[src/acs_params.svh]
// Constants of the conversion sequencer: mode codes, FIFO depth, thresholds and timing counts
//----------------------------------------------------------------------
//----------------------------------------------------------------------
`ifndef ACS_PARAMS_SVH
`define ACS_PARAMS_SVH
`define ACS_MODE_SINGLE    2'h0
`define ACS_MODE_FIXED     2'h1
`define ACS_MODE_SWEEP     2'h2
`define ACS_MODE_REPEAT    2'h3
`define ACS_FIFO_DEPTH     8
`define ACS_THR_FULL       4'h8
`define ACS_THR_HALF       4'h4
`define ACS_SHORT_SCLK     6'h10
`define ACS_LONG_SCLK      6'h30
`define ACS_EXT_DIV_LAST   2'h3
`define ACS_CONV_CLK_14    5'h12
`define ACS_CONV_CLK_12    5'h0D
`define ACS_CLK_NS         50
`define ACS_SETTLE_NS      15
`define ACS_SETTLE_CYC     ((`ACS_SETTLE_NS + `ACS_CLK_NS - 1) / `ACS_CLK_NS)
`define ACS_OSC_DIV        3
`endif

[src/acs_pkg.sv]
// Types shared by the conversion sequencer files
package acs_pkg;
   typedef enum {ST_PDOWN, ST_SAMPLE, ST_CONV, ST_SETTLE} acs_state_t;
   typedef logic [2:0] acs_chan_t;
   typedef logic [1:0] acs_mode_t;
endpackage

[src/acs_fifo.sv]
// Result FIFO with flush, oldest entry on the head
`timescale 1ns/1ps
module acs_fifo import acs_pkg::*; #(
   parameter int DW    = 14,
   parameter int DEPTH = 8,
   parameter int AW    = 3
) (
   input  wire logic          clk_i,
   input  wire logic          nrst_i,
   input  wire logic          push_i,
   input  wire logic [DW-1:0] data_i,
   input  wire logic          pop_i,
   input  wire logic          flush_i,
   output logic      [DW-1:0] head_o,
   output logic      [AW:0]   count_o
);
   logic [DW-1:0] mem [DEPTH];
   logic [AW-1:0] wr_reg;
   logic [AW-1:0] wr_next;
   logic [AW-1:0] rd_reg;
   logic [AW-1:0] rd_next;
   logic [AW:0]   cnt_next;
   logic          do_push;
   logic          do_pop;

   //----------------------------------------------------------------------
   // Pointer logic
   //----------------------------------------------------------------------
   // Full FIFO refuses pushes so no stored result is lost silently
   always_comb begin
      // Depth cast to the count width: a pointer-width cast would read 8 as 0
      do_push  = push_i && (count_o != (AW+1)'(DEPTH)) && !flush_i;
      do_pop   = pop_i && (count_o != '0) && !flush_i;
      wr_next  = wr_reg;
      rd_next  = rd_reg;
      cnt_next = count_o;
      if (flush_i) begin
         wr_next  = '0;
         rd_next  = '0;
         cnt_next = '0;
      end else begin
         if (do_push) begin
            wr_next = wr_reg + 1'b1;
         end
         if (do_pop) begin
            rd_next = rd_reg + 1'b1;
         end
         cnt_next = count_o + (AW+1)'(do_push) - (AW+1)'(do_pop);
      end
   end

   always_ff @(posedge clk_i or negedge nrst_i) begin
      if (!nrst_i) begin
         wr_reg  <= '0;
         rd_reg  <= '0;
         count_o <= '0;
      end else begin
         wr_reg  <= wr_next;
         rd_reg  <= rd_next;
         count_o <= cnt_next;
      end
   end

   // Storage, not reset: count alone says what is valid
   always_ff @(posedge clk_i) begin
      if (do_push) begin
         mem[wr_reg] <= data_i;
      end
   end

   assign head_o = mem[rd_reg];
endmodule

[src/acs_sequencer.sv]
// Conversion sequencer: clocking, sampling, conversion, FIFO and power-down
`timescale 1ns/1ps
`include "acs_params.svh"
module acs_sequencer import acs_pkg::*; #(
   parameter int DW    = 14,
   parameter bit RES14 = 1'b1,
   parameter int DEPTH = `ACS_FIFO_DEPTH
) (
   input  wire logic               mclk_i,
   input  wire logic               nrst_i,
   input  wire logic               sclk_i,
   input  wire logic               chip_select_n_i,
   input  wire logic               frame_sync_i,
   input  wire logic               conversion_start_n_i,
   input  wire logic               config_write_command_i,
   input  wire logic [1:0]         cfg_mode_i,
   input  wire logic               cfg_ext_clk_i,
   input  wire logic               cfg_long_sample_i,
   input  wire logic               cfg_thr_full_i,
   input  wire logic [2:0]         cfg_channel_i,
   input  wire logic [7:0][2:0]    cfg_sweep_seq_i,
   input  wire logic [DW-1:0]      adc_code_i,
   input  wire logic               fifo_pop_i,
   input  wire logic               fifo_read_end_i,
   output logic                    sampling_o,
   output logic                    powered_down_o,
   output logic                    conversion_done_o,
   output logic                    threshold_interrupt_n_o,
   output logic [2:0]              chan_sel_o,
   output logic [3:0]              fifo_level_o,
   output logic [DW-1:0]           rd_data_o
);
   localparam logic [4:0] CONV_CLKS = RES14 ? `ACS_CONV_CLK_14 : `ACS_CONV_CLK_12;
   localparam int         SETTLE    = (`ACS_SETTLE_CYC < 1) ? 1 : `ACS_SETTLE_CYC;

   acs_state_t    state_reg, state_next;
   acs_mode_t     mode_reg, mode_next;
   logic          ext_reg, ext_next, long_reg, long_next, full_reg, full_next;
   acs_chan_t     fix_reg, fix_next;
   logic [7:0][2:0] seq_reg, seq_next;
   logic [2:0]    ptr_reg, ptr_next;
   logic [5:0]    samp_reg, samp_next;
   logic [4:0]    conv_reg, conv_next;
   logic [1:0]    div_reg, div_next;
   logic [3:0]    set_reg, set_next;
   logic [1:0]    osc_reg, osc_next;
   logic          sclk_q, cs_q, fs_q, cst_q;
   logic          sclk_rise, trig, osc_tick, conv_tick;
   logic          push, flush, done_next, int_n_next;
   logic [2:0]    chan_next;
   logic [DW-1:0] rd_next;
   logic [DW-1:0] head;
   logic [3:0]    level;
   logic [3:0]    thr;
   logic [5:0]    samp_len;

   //----------------------------------------------------------------------
   // Next-state logic
   //----------------------------------------------------------------------
   // Pins are synchronous to mclk, so edges come from a single delay stage
   always_comb begin
      sclk_rise  = sclk_i && !sclk_q;
      trig       = (!chip_select_n_i && cs_q) || (frame_sync_i && !fs_q)
                   || (!conversion_start_n_i && cst_q);
      osc_next   = (osc_reg == 2'(`ACS_OSC_DIV - 1)) ? 2'h0 : osc_reg + 2'h1;
      osc_tick   = (osc_reg == 2'h0);
      conv_tick  = ext_reg ? (sclk_rise && div_reg == `ACS_EXT_DIV_LAST) : osc_tick;
      thr        = full_reg ? `ACS_THR_FULL : `ACS_THR_HALF;
      samp_len   = long_reg ? `ACS_LONG_SCLK : `ACS_SHORT_SCLK;
      state_next = state_reg;
      mode_next  = mode_reg;
      ext_next   = ext_reg;
      long_next  = long_reg;
      full_next  = full_reg;
      fix_next   = fix_reg;
      seq_next   = seq_reg;
      ptr_next   = ptr_reg;
      samp_next  = samp_reg;
      conv_next  = conv_reg;
      div_next   = div_reg;
      set_next   = set_reg;
      chan_next  = chan_sel_o;
      rd_next    = rd_data_o;
      push       = 1'b0;
      flush      = fifo_read_end_i;
      done_next  = 1'b0;
      case (state_reg)
         ST_PDOWN: begin
            // Config only taken while idle; nothing else changes it
            if (config_write_command_i) begin
               mode_next = cfg_mode_i;
               ext_next  = cfg_ext_clk_i;
               long_next = cfg_long_sample_i;
               full_next = cfg_thr_full_i;
               fix_next  = cfg_channel_i;
               seq_next  = cfg_sweep_seq_i;
               ptr_next  = 3'h0;
               flush     = 1'b1;
            end else if (trig) begin
               state_next = ST_SAMPLE;
               samp_next  = 6'h00;
               chan_next  = (mode_reg[1]) ? seq_reg[ptr_reg] : fix_reg;
               if (mode_reg[1] && ptr_reg == 3'h0) begin
                  flush = 1'b1;
               end
            end
         end
         ST_SAMPLE: begin
            if (sclk_rise) begin
               samp_next = samp_reg + 6'h01;
               if (samp_reg + 6'h01 == samp_len) begin
                  state_next = ST_CONV;
                  conv_next  = 5'h00;
                  div_next   = 2'h0;
               end
            end
         end
         ST_CONV: begin
            if (ext_reg && sclk_rise) begin
               div_next = div_reg + 2'h1;
            end
            if (conv_tick) begin
               conv_next = conv_reg + 5'h01;
               if (conv_reg + 5'h01 == CONV_CLKS) begin
                  state_next = ST_SETTLE;
                  set_next   = 4'h0;
               end
            end
         end
         ST_SETTLE: begin
            set_next = set_reg + 4'h1;
            if (set_reg + 4'h1 == 4'(SETTLE)) begin
               state_next = ST_PDOWN;
               done_next  = 1'b1;
               if (mode_reg == `ACS_MODE_SINGLE) begin
                  rd_next = adc_code_i;
               end else begin
                  push = 1'b1;
               end
               // Sweep pointer rewinds once a sweep fills the threshold
               if (mode_reg[1]) begin
                  ptr_next = ({1'b0, ptr_reg} + 4'h1 == thr) ? 3'h0 : ptr_reg + 3'h1;
               end
            end
         end
         default: begin
            state_next = ST_PDOWN;
         end
      endcase
      // Pop on an empty FIFO leaves the last read value in place
      if (fifo_pop_i && mode_reg != `ACS_MODE_SINGLE && level != 4'h0) begin
         rd_next = head;
      end
      int_n_next = !(level >= thr);
   end

   //----------------------------------------------------------------------
   // Registers
   //----------------------------------------------------------------------
   always_ff @(posedge mclk_i or negedge nrst_i) begin
      if (!nrst_i) begin
         state_reg <= ST_PDOWN;
         mode_reg <= `ACS_MODE_SINGLE;
         ext_reg <= 1'b0;
         long_reg <= 1'b0;
         full_reg <= 1'b0;
         fix_reg <= 3'h0;
         seq_reg <= '0;
         ptr_reg <= 3'h0;
         samp_reg <= 6'h00;
         conv_reg <= 5'h00;
         div_reg <= 2'h0;
         set_reg <= 4'h0;
         osc_reg <= 2'h0;
         sclk_q <= 1'b0;
         cs_q <= 1'b1;
         fs_q <= 1'b0;
         cst_q <= 1'b1;
         sampling_o <= 1'b0;
         powered_down_o <= 1'b1;
         conversion_done_o <= 1'b0;
         threshold_interrupt_n_o <= 1'b1;
         chan_sel_o <= 3'h0;
         fifo_level_o <= 4'h0;
         rd_data_o <= '0;
      end else begin
         state_reg <= state_next;
         mode_reg <= mode_next;
         ext_reg <= ext_next;
         long_reg <= long_next;
         full_reg <= full_next;
         fix_reg <= fix_next;
         seq_reg <= seq_next;
         ptr_reg <= ptr_next;
         samp_reg <= samp_next;
         conv_reg <= conv_next;
         div_reg <= div_next;
         set_reg <= set_next;
         osc_reg <= osc_next;
         sclk_q <= sclk_i;
         cs_q <= chip_select_n_i;
         fs_q <= frame_sync_i;
         cst_q <= conversion_start_n_i;
         sampling_o <= (state_next == ST_SAMPLE);
         powered_down_o <= (state_next == ST_PDOWN);
         conversion_done_o <= done_next;
         threshold_interrupt_n_o <= int_n_next;
         chan_sel_o <= chan_next;
         fifo_level_o <= level;
         rd_data_o <= rd_next;
      end
   end

   // Result store; flush has priority and power-down never touches it
   acs_fifo #(.DW(DW), .DEPTH(DEPTH), .AW(3)) u_fifo (
      .clk_i   (mclk_i),
      .nrst_i  (nrst_i),
      .push_i  (push),
      .data_i  (adc_code_i),
      .pop_i   (fifo_pop_i),
      .flush_i (flush),
      .head_o  (head),
      .count_o (level)
   );
endmodule

[config.mk]
export PLATFORM = sky130hd
export DESIGN_NAME = acs_sequencer
export DESIGN_NICKNAME = d
export VERILOG_FILES = /design/src/acs_pkg.sv /design/src/acs_fifo.sv /design/src/acs_sequencer.sv
export VERILOG_INCLUDE_DIRS = /design/src
export SDC_FILE = /design/constraint.sdc
export NUM_CORES = 1
export LEC_CHECK = 0
export BUFFER_PORTS_ARGS = -buffer_cell sky130_fd_sc_hd__buf_4
export CAP_MARGIN = 30
export CORE_MARGIN = 5
export CORE_UTILIZATION = 33
export DETAILED_ROUTE_END_ITERATION = 10
export HOLD_SLACK_MARGIN = 0.05
export PLACE_DENSITY = 0.62
export SLEW_MARGIN = 40
export SYNTH_ARGS = -nofsm -noshare
export SYNTH_HDL_FRONTEND = slang
export SYNTH_SLANG_ARGS = --single-unit
[constraint.sdc]
create_clock -name mclk_i -period 3.4 [get_ports mclk_i]
set_input_delay 0.34 -clock mclk_i [delete_from_list [all_inputs] [get_ports mclk_i]]
set_output_delay 0.34 -clock mclk_i [all_outputs]
set_load 0.005 [all_outputs]
Word-level counts from Yosys, hierarchy flattened
Memories as Yosys holds them, arrays and structs flattened.
Cells that the tools add are included.
{ "op_classes": {"addsub": 11, "magnitude_cmp": 2, "eq_ne": 21, "n_mux": 55, "bitwise_logic": 1, "n_reduce_logical": 45} }
{ "op_table": {"columns": ["op", "count"], "rows": [
  ["$mux 32", 7],
  ["$pmux 32 s4", 1],
  ["$eq 32x2->1 const B", 3],
  ["$logic_not 32->1", 2],
  ["$mux 14", 4],
  ["$eq 32x1->1 const B", 1],
  ["$mux 3", 10],
  ["$mux 6", 4],
  ["$ne 2x2->1 const B", 10],
  ["$reduce_bool 2->1", 10],
  ["$mux 4", 4],
  ["$reduce_and 4->1", 4],
  ["$mux 5", 3],
  ["$logic_and 1x1->1", 13],
  ["$mux 1", 12],
  ["$pmux 6 s2", 1],
  ["$pmux 5 s2", 1],
  ["$add 3x1->3 const B", 3],
  ["$bmux 3 s3", 1],
  ["$reduce_and 3->1", 3],
  ["$mux 2", 4],
  ["$pmux 4 s2", 1],
  ["$add 6x1->6 const B", 1],
  ["$eq 6x6->1", 1],
  ["other kinds (22)", 31]
]} }
{ "word_totals": {"reg_bits": 125, "mem_bits_rw": 112, "input_bits": 55, "out_inout_bits": 25, "elab_cells": 170, "n_memories": 1} }
{ "memory_table": {"columns": ["memory", "depth", "word_bits", "rd", "rd_clocked_by_memory_dff", "wr", "line_no", "rtl"], "rows": [
  ["u_fifo.mem", 8, 14, 1, 0, 1, "acs_fifo.sv:17", "logic [DW-1:0] mem [DEPTH];"]
]} }

Longest topological paths before layout
{ "logic_depth": {"ltp_word": 12, "depth_mapped": 14, "depth_no_buf": 12} }

Cells and area by module
A second synthesis with hierarchy kept.
{ "hier_totals": {"cells_unflattened": 627, "area_unflattened_um2": 9954.5} }
{ "modules_own_cells": {"columns": ["mod", "instances", "cells_per_inst", "area_each_um2", "seq_area_each_um2"], "rows": [
  ["acs_sequencer", 1, 391, 5001.0, 2882.8],
  ["acs_fifo", 1, 236, 4953.5, 3613.5]
]} }

Worst setup path after synthesis
No wires, ideal clock.
{ "synth_timing": {"path_type": "reg-to-reg", "startpoint": "reg set_reg[0]", "endpoint": "mem u_fifo.mem[2][0], enable pin", "setup_ps": 421, "t_arrival_ps": 3262, "required_time_ps": 2979, "setup_slack_ps": -283, "path_stages_with_launch": 7, "n_path_buf": 1, "period_less_slack_ps": 3683, "path_cell_list": "dfrtp_1 ha_1 or3_1 o31a_1 or4_4 buf_2 nor4_1"} }
{ "synth_via": {"elab_chain_len": 8} }
{ "synth_rtl": {"columns": ["element", "line_no", "rtl"], "rows": [
  ["start: declaration", "acs_sequencer.sv:45", "logic [3:0] set_reg, set_next;"],
  ["start signal: assignment", "acs_sequencer.sv:198", "set_reg <= set_next;"],
  ["$add 4x1->4", "acs_sequencer.sv:132", "if (set_reg + 4'h1 == 4'(SETTLE)) begin"],
  ["$eq 4x1->1", "acs_sequencer.sv:132", null],
  ["$mux 1", "acs_sequencer.sv:132", null],
  ["$mux 1", "acs_sequencer.sv:87", "case (state_reg)"],
  ["$logic_and 1x1->1 (2 in a row)", "acs_fifo.sv:32", "do_push = push_i && (count_o != (AW+1)'(DEPTH)) && !flush_i;"],
  ["$mux 1", "acs_fifo.sv:66", "if (do_push) begin"],
  ["$mux 1 (implied by the code)", "acs_fifo.sv:67", "mem[wr_reg] <= data_i;"],
  ["end: declaration", "acs_fifo.sv:17", null]
]} }
Every way passes these cells.

Final worst setup path
{ "layout_timing": {"startpoint": "reg state_reg[24]", "endpoint": "reg u_fifo.count_o[2]"} }
{ "layout_via": {"elab_chain_len": 7, "word_cells_on_any_way": 11, "classes_between": "add/sub: 2; eq/ne: 1; mux: 3; reduce/logical: 5"} }
{ "layout_rtl": {"columns": ["element", "line_no", "rtl"], "rows": [
  ["start: declaration", "acs_sequencer.sv:36", "acs_state_t state_reg, state_next;"],
  ["start signal: assignment", "acs_sequencer.sv:187", "state_reg <= state_next;"],
  ["$eq 32x2->1 / $logic_not 32->1 (equally long branches)", "acs_sequencer.sv:87", null],
  ["$mux 1", "acs_sequencer.sv:87", null],
  ["$logic_and 1x1->1 / $logic_not 1->1 (equally long branches)", "acs_fifo.sv:32, acs_fifo.sv:33", null],
  ["$logic_and 1x1->1", "acs_fifo.sv:32", null],
  ["$add 4x1->4", "acs_fifo.sv:48", "cnt_next = count_o + (AW+1)'(do_push) - (AW+1)'(do_pop);"],
  ["$sub 4x1->4", "acs_fifo.sv:48", null],
  ["$mux 4 (*)", "acs_fifo.sv:37", "if (flush_i) begin"],
  ["named net u_fifo.cnt_next[2]", "acs_fifo.sv:22", "logic [AW:0] cnt_next;"],
  ["end signal: assignment", "acs_fifo.sv:60", "count_o <= cnt_next;"],
  ["end: declaration", "acs_fifo.sv:15", "output logic [AW:0] count_o"]
]} }
The timed path passes the listed nets; every way through them passes the cells marked *.
A chain may end at the register's enable or synchronous reset.

==> results.py <==
metrics = {
    "run_status": {
        "status": "finished clean",
    },
    "placed_design": {
        "dp_hpwl_mm": 12.70,
        "place.gp.congestion": 0.7487,
        "postPlaceCellArea_um2": 11130,
        "dp_cells": 1118,
        "io_buffers": 79,
    },
    "route": {
        "dr.pass1.iters": 4,
        "wirelength_met1_mm": 8.862,
        "dr_wl_met2_mm": 9.780,
        "wire_per_inst_um": 16.76,
        "viasPerCell": 4.818,
        "final_antenna_net_count": 0,
        "wl_met3_mm": 1.292,
        "drtIter0Drc": 414,
        "drt-total-wl_mm": 20.31,
        "topRoutingLayerUsed": "met4",
        "vias": 5839,
        "drcViolationCount": 0,
    },
    "worst_setup_path": {
        "end_kind": "register",
        "critPathLaunchType": "register",
        "critPathRequiredTime_ps": 3800,
        "worst_ep_arrival_time_ps": 3230,
        "critPathMaxFanout": 19,
        "r2r_slack_ps": 570,
        "worstSetupPathType": "reg -> reg",
    },
    "clock_tree": {
        "root_buffer": "clkbuf_16",
        "h-tree-depth": 1,
        "path_clk_slew_ps": 60,
        "cts_buffer_depth": 3,
        "post_cts_resized": 0,
        "cts_buffers": 27,
        "clock_latency_ps": 520,
        "cts_setup_buffers": 0,
        "clock_sinks": 237,
        "cts_tree": "yes",
    },
    "finish": {
        "drive_above_1_share": 0.3054,
        "n_fill_cell": 2667,
        "finalInstanceArea_um2": 12460,
        "antenna_cells": 0,
        "fin_nets": 876,
        "largest_reg_flops": 112,
        "final_cells": 1212,
        "area_delta_synth_final_pct": 26.51,
        "utilization": 0.4216,
    },
    "global_routing": {
        "grtUsageTotal": 0.1232,
        "grt_max_degree": 83,
        "antenna_found_initial": 0,
        "overflow": 0,
        "grt_pass1_wl_mm": 33.50,
        "grt_pass1_vias": 6112,
    },
    "sta": {
        "setup_viol": 0,
        "worstMarginPinSlew_ps": 717.2,
        "holdWs_ps": 73.00,
        "min_period_ps": 2826,
        "hold_violations": 0,
        "period_share": 0.8313,
        "drv_slew": 0,
        "skew_ps": 13.78,
        "max_freq_mhz": 353.8,
        "rsz0062_at_grt": "no",
        "slew_headroom": 0.5219,
    },
    "floorplan": {
        "die_h_um": 182.8,
        "rows": 63,
        "die-area_um2": 33410,
        "coreArea_um2": 29560,
        "fp.dieW_um": 182.8,
        "io_pins": 80,
        "start_util": 0.3332,
    },
    "synthesis": {
        "synthXorXnorAreaFrac": 0.006224,
        "yosys.area_share.simple": 0.07697,
        "synthFlopType": "dfrtp_1",
        "syn_inst": 630,
        "synth_mux_area_frac": 0.1382,
        "synth_edf_count": 112,
        "yosys_warnings": 0,
        "ys_seq_area_frac": 0.6595,
        "syn_avg_cell_area_um2": 15.64,
        "async_flop_share": 0.5274,
        "synth-seq-cells": 237,
        "synthAdderAreaFrac": 0.02617,
        "synth_cell_types": 63,
        "synth_top_family_by_area": "multiplexers",
        "synth_area_um2": 9851,
        "synth_compound_area_frac": 0.06910,
    },
    "power": {
        "fin_total_pwr_mw": 6.740,
        "power.density_nw_per_um2": 540.8,
        "ir_worst_vdd_mv": 0.3457,
        "power.leakage_nw": 4.866,
    },
    "worst_hold_path": {
        "hold_path.class": "in -> reg",
    },
    "job": {
        "maxCapViolCount": 0,
    },
}
==> cells by family (layout without fill, tap and decap cells) <==
logic type	count (synthesis)	count (layout)
fa+ha+maj	20	20
mux	89	89
xor+xnor	7	7
buf+inv	56	219
flops	237	237
compound gates	85	85
simple gates	135	135
other cells	1	30
==> worst max-delay path: stages, from the launching register on <==
cell,delay (ps)
dfrtp_1,380
nor4_2,340
and4_1,300
nand2_1,100
o41ai_2,350
buf_4,330
nor2_1,80
ha_1,210
fa_1,380
xnor2_1,170
nor2_1,50
==> report_power, final <==
part           internal (mW)  switching, mW  leakage (nW)
sequential              3.08         0.0439          2.60
combinational          0.425          0.350          1.83
clock                   1.69           1.15         0.430
==> what timing repair did <==
| action | CTS | global route |
|---|---|---|
| endpoints found under the setup margin | 0 | 0 |
| hold buffers | 44 | 0 |
| endpoints found under the hold margin | 157 | 0 |
==> synthesized netlist by cell type, types with 2 or more instances <==
master,n,share of area
xor2_1,3,0.0027
inv_1,26,0.0099
o21a_1,2,0.0015
a31oi_1,5,0.0032
mux4_2,34,0.078
dfrtp_1,121,0.31
a22o_1,7,0.0062
nand4_1,5,0.0032
o41ai_1,9,0.0080
clkbuf_1,16,0.0061
a21oi_1,8,0.0041
mux2i_1,19,0.019
nand2_1,37,0.014
buf_1,3,0.0011
o31ai_1,6,0.0046
o221a_2,13,0.015
nor2_1,23,0.0088
or3_1,7,0.0044
and4_1,3,0.0027
and3_1,5,0.0032
o21ai_0,9,0.0046
o2bb2ai_1,4,0.0036
buf_4,3,0.0023
nand2b_1,9,0.0057
xnor2_1,4,0.0036
a211o_1,2,0.0018
mux2_1,2,0.0023
dfstp_2,4,0.011
nor3_1,5,0.0025
o22ai_1,2,0.0013
nor2b_1,6,0.0038
nand3_1,8,0.0041
buf_2,7,0.0036
a211oi_1,4,0.0030
nor4_1,11,0.0070
a21o_1,3,0.0023
ha_1,19,0.024
mux2_2,34,0.039
nor4_2,7,0.0089
edfxtp_1,112,0.34
==> placed cells by master, fill, tap and decap left out, types with 6 or more instances in the layout <==
master,netlist,routed
dfrtp_1,121,119
edfxtp_1,112,112
buf_4,3,97
dlygate4sd3_1,0,44
nand2_1,37,37
mux2_2,34,34
mux4_2,34,34
conb_1,1,30
clkbuf_16,0,27
inv_1,26,26
nor2_1,23,23
mux2i_1,19,19
ha_1,19,19
nor4_2,7,13
o221a_2,13,13
nand2b_1,9,9
o21ai_0,9,9
a21oi_1,8,8
nand3_1,8,8
o41ai_1,9,8
or3_1,7,7
a22o_1,7,7
nor2b_1,6,6
o31ai_1,6,6
==> cell type report <==
type                    count  area [µm²]  share of cell area
flip-flops and latches    237        6499              0.5215
repair buffers            143        1202             0.09649
clock inverters            16       152.6             0.01225
clock buffers              34       732.0             0.05873
multi-input cells         366        3291              0.2641
inverters                  26       97.59            0.007831
well taps                 390       488.0             0.03916
==> per-stage QoR <==
| stage | setup TNS, ps | setup slack (ps) |
|---|---|---|
| after floorplan | -23810 | -283.5 |
| after global placement | 0 | 652.8 |
| after detailed placement | 0 | 539.6 |
| after CTS | 0 | 533.8 |
| after global routing | 0 | 358.8 |
| final | 0 | 573.6 |
==> per-layer routing <==
layer | vias to the layer above | track usage
met5 | - | 0
li1 | 2742 | -
met4 | 0 | 0.02682
met3 | 30 | 0.02757
met2 | 147 | 0.2065
met1 | 2920 | 0.1660
==> final timing paths <==
check                                        from                end  cells past startpoint
worst min register to register  u_fifo.count_o[2]    fifo_level_o[2]                      0
worst max register to register      state_reg[24]  u_fifo.count_o[2]                     10
max in group asynchronous                  nrst_i     powered_down_o                      3
worst max-delay path                state_reg[24]  u_fifo.count_o[2]                     10
worst min-delay path                adc_code_i[4]   u_fifo.mem[5][4]                      1
min in group asynchronous                  nrst_i        seq_reg[16]                      2
No activity file was read; power rests on OpenSTA's default activity.
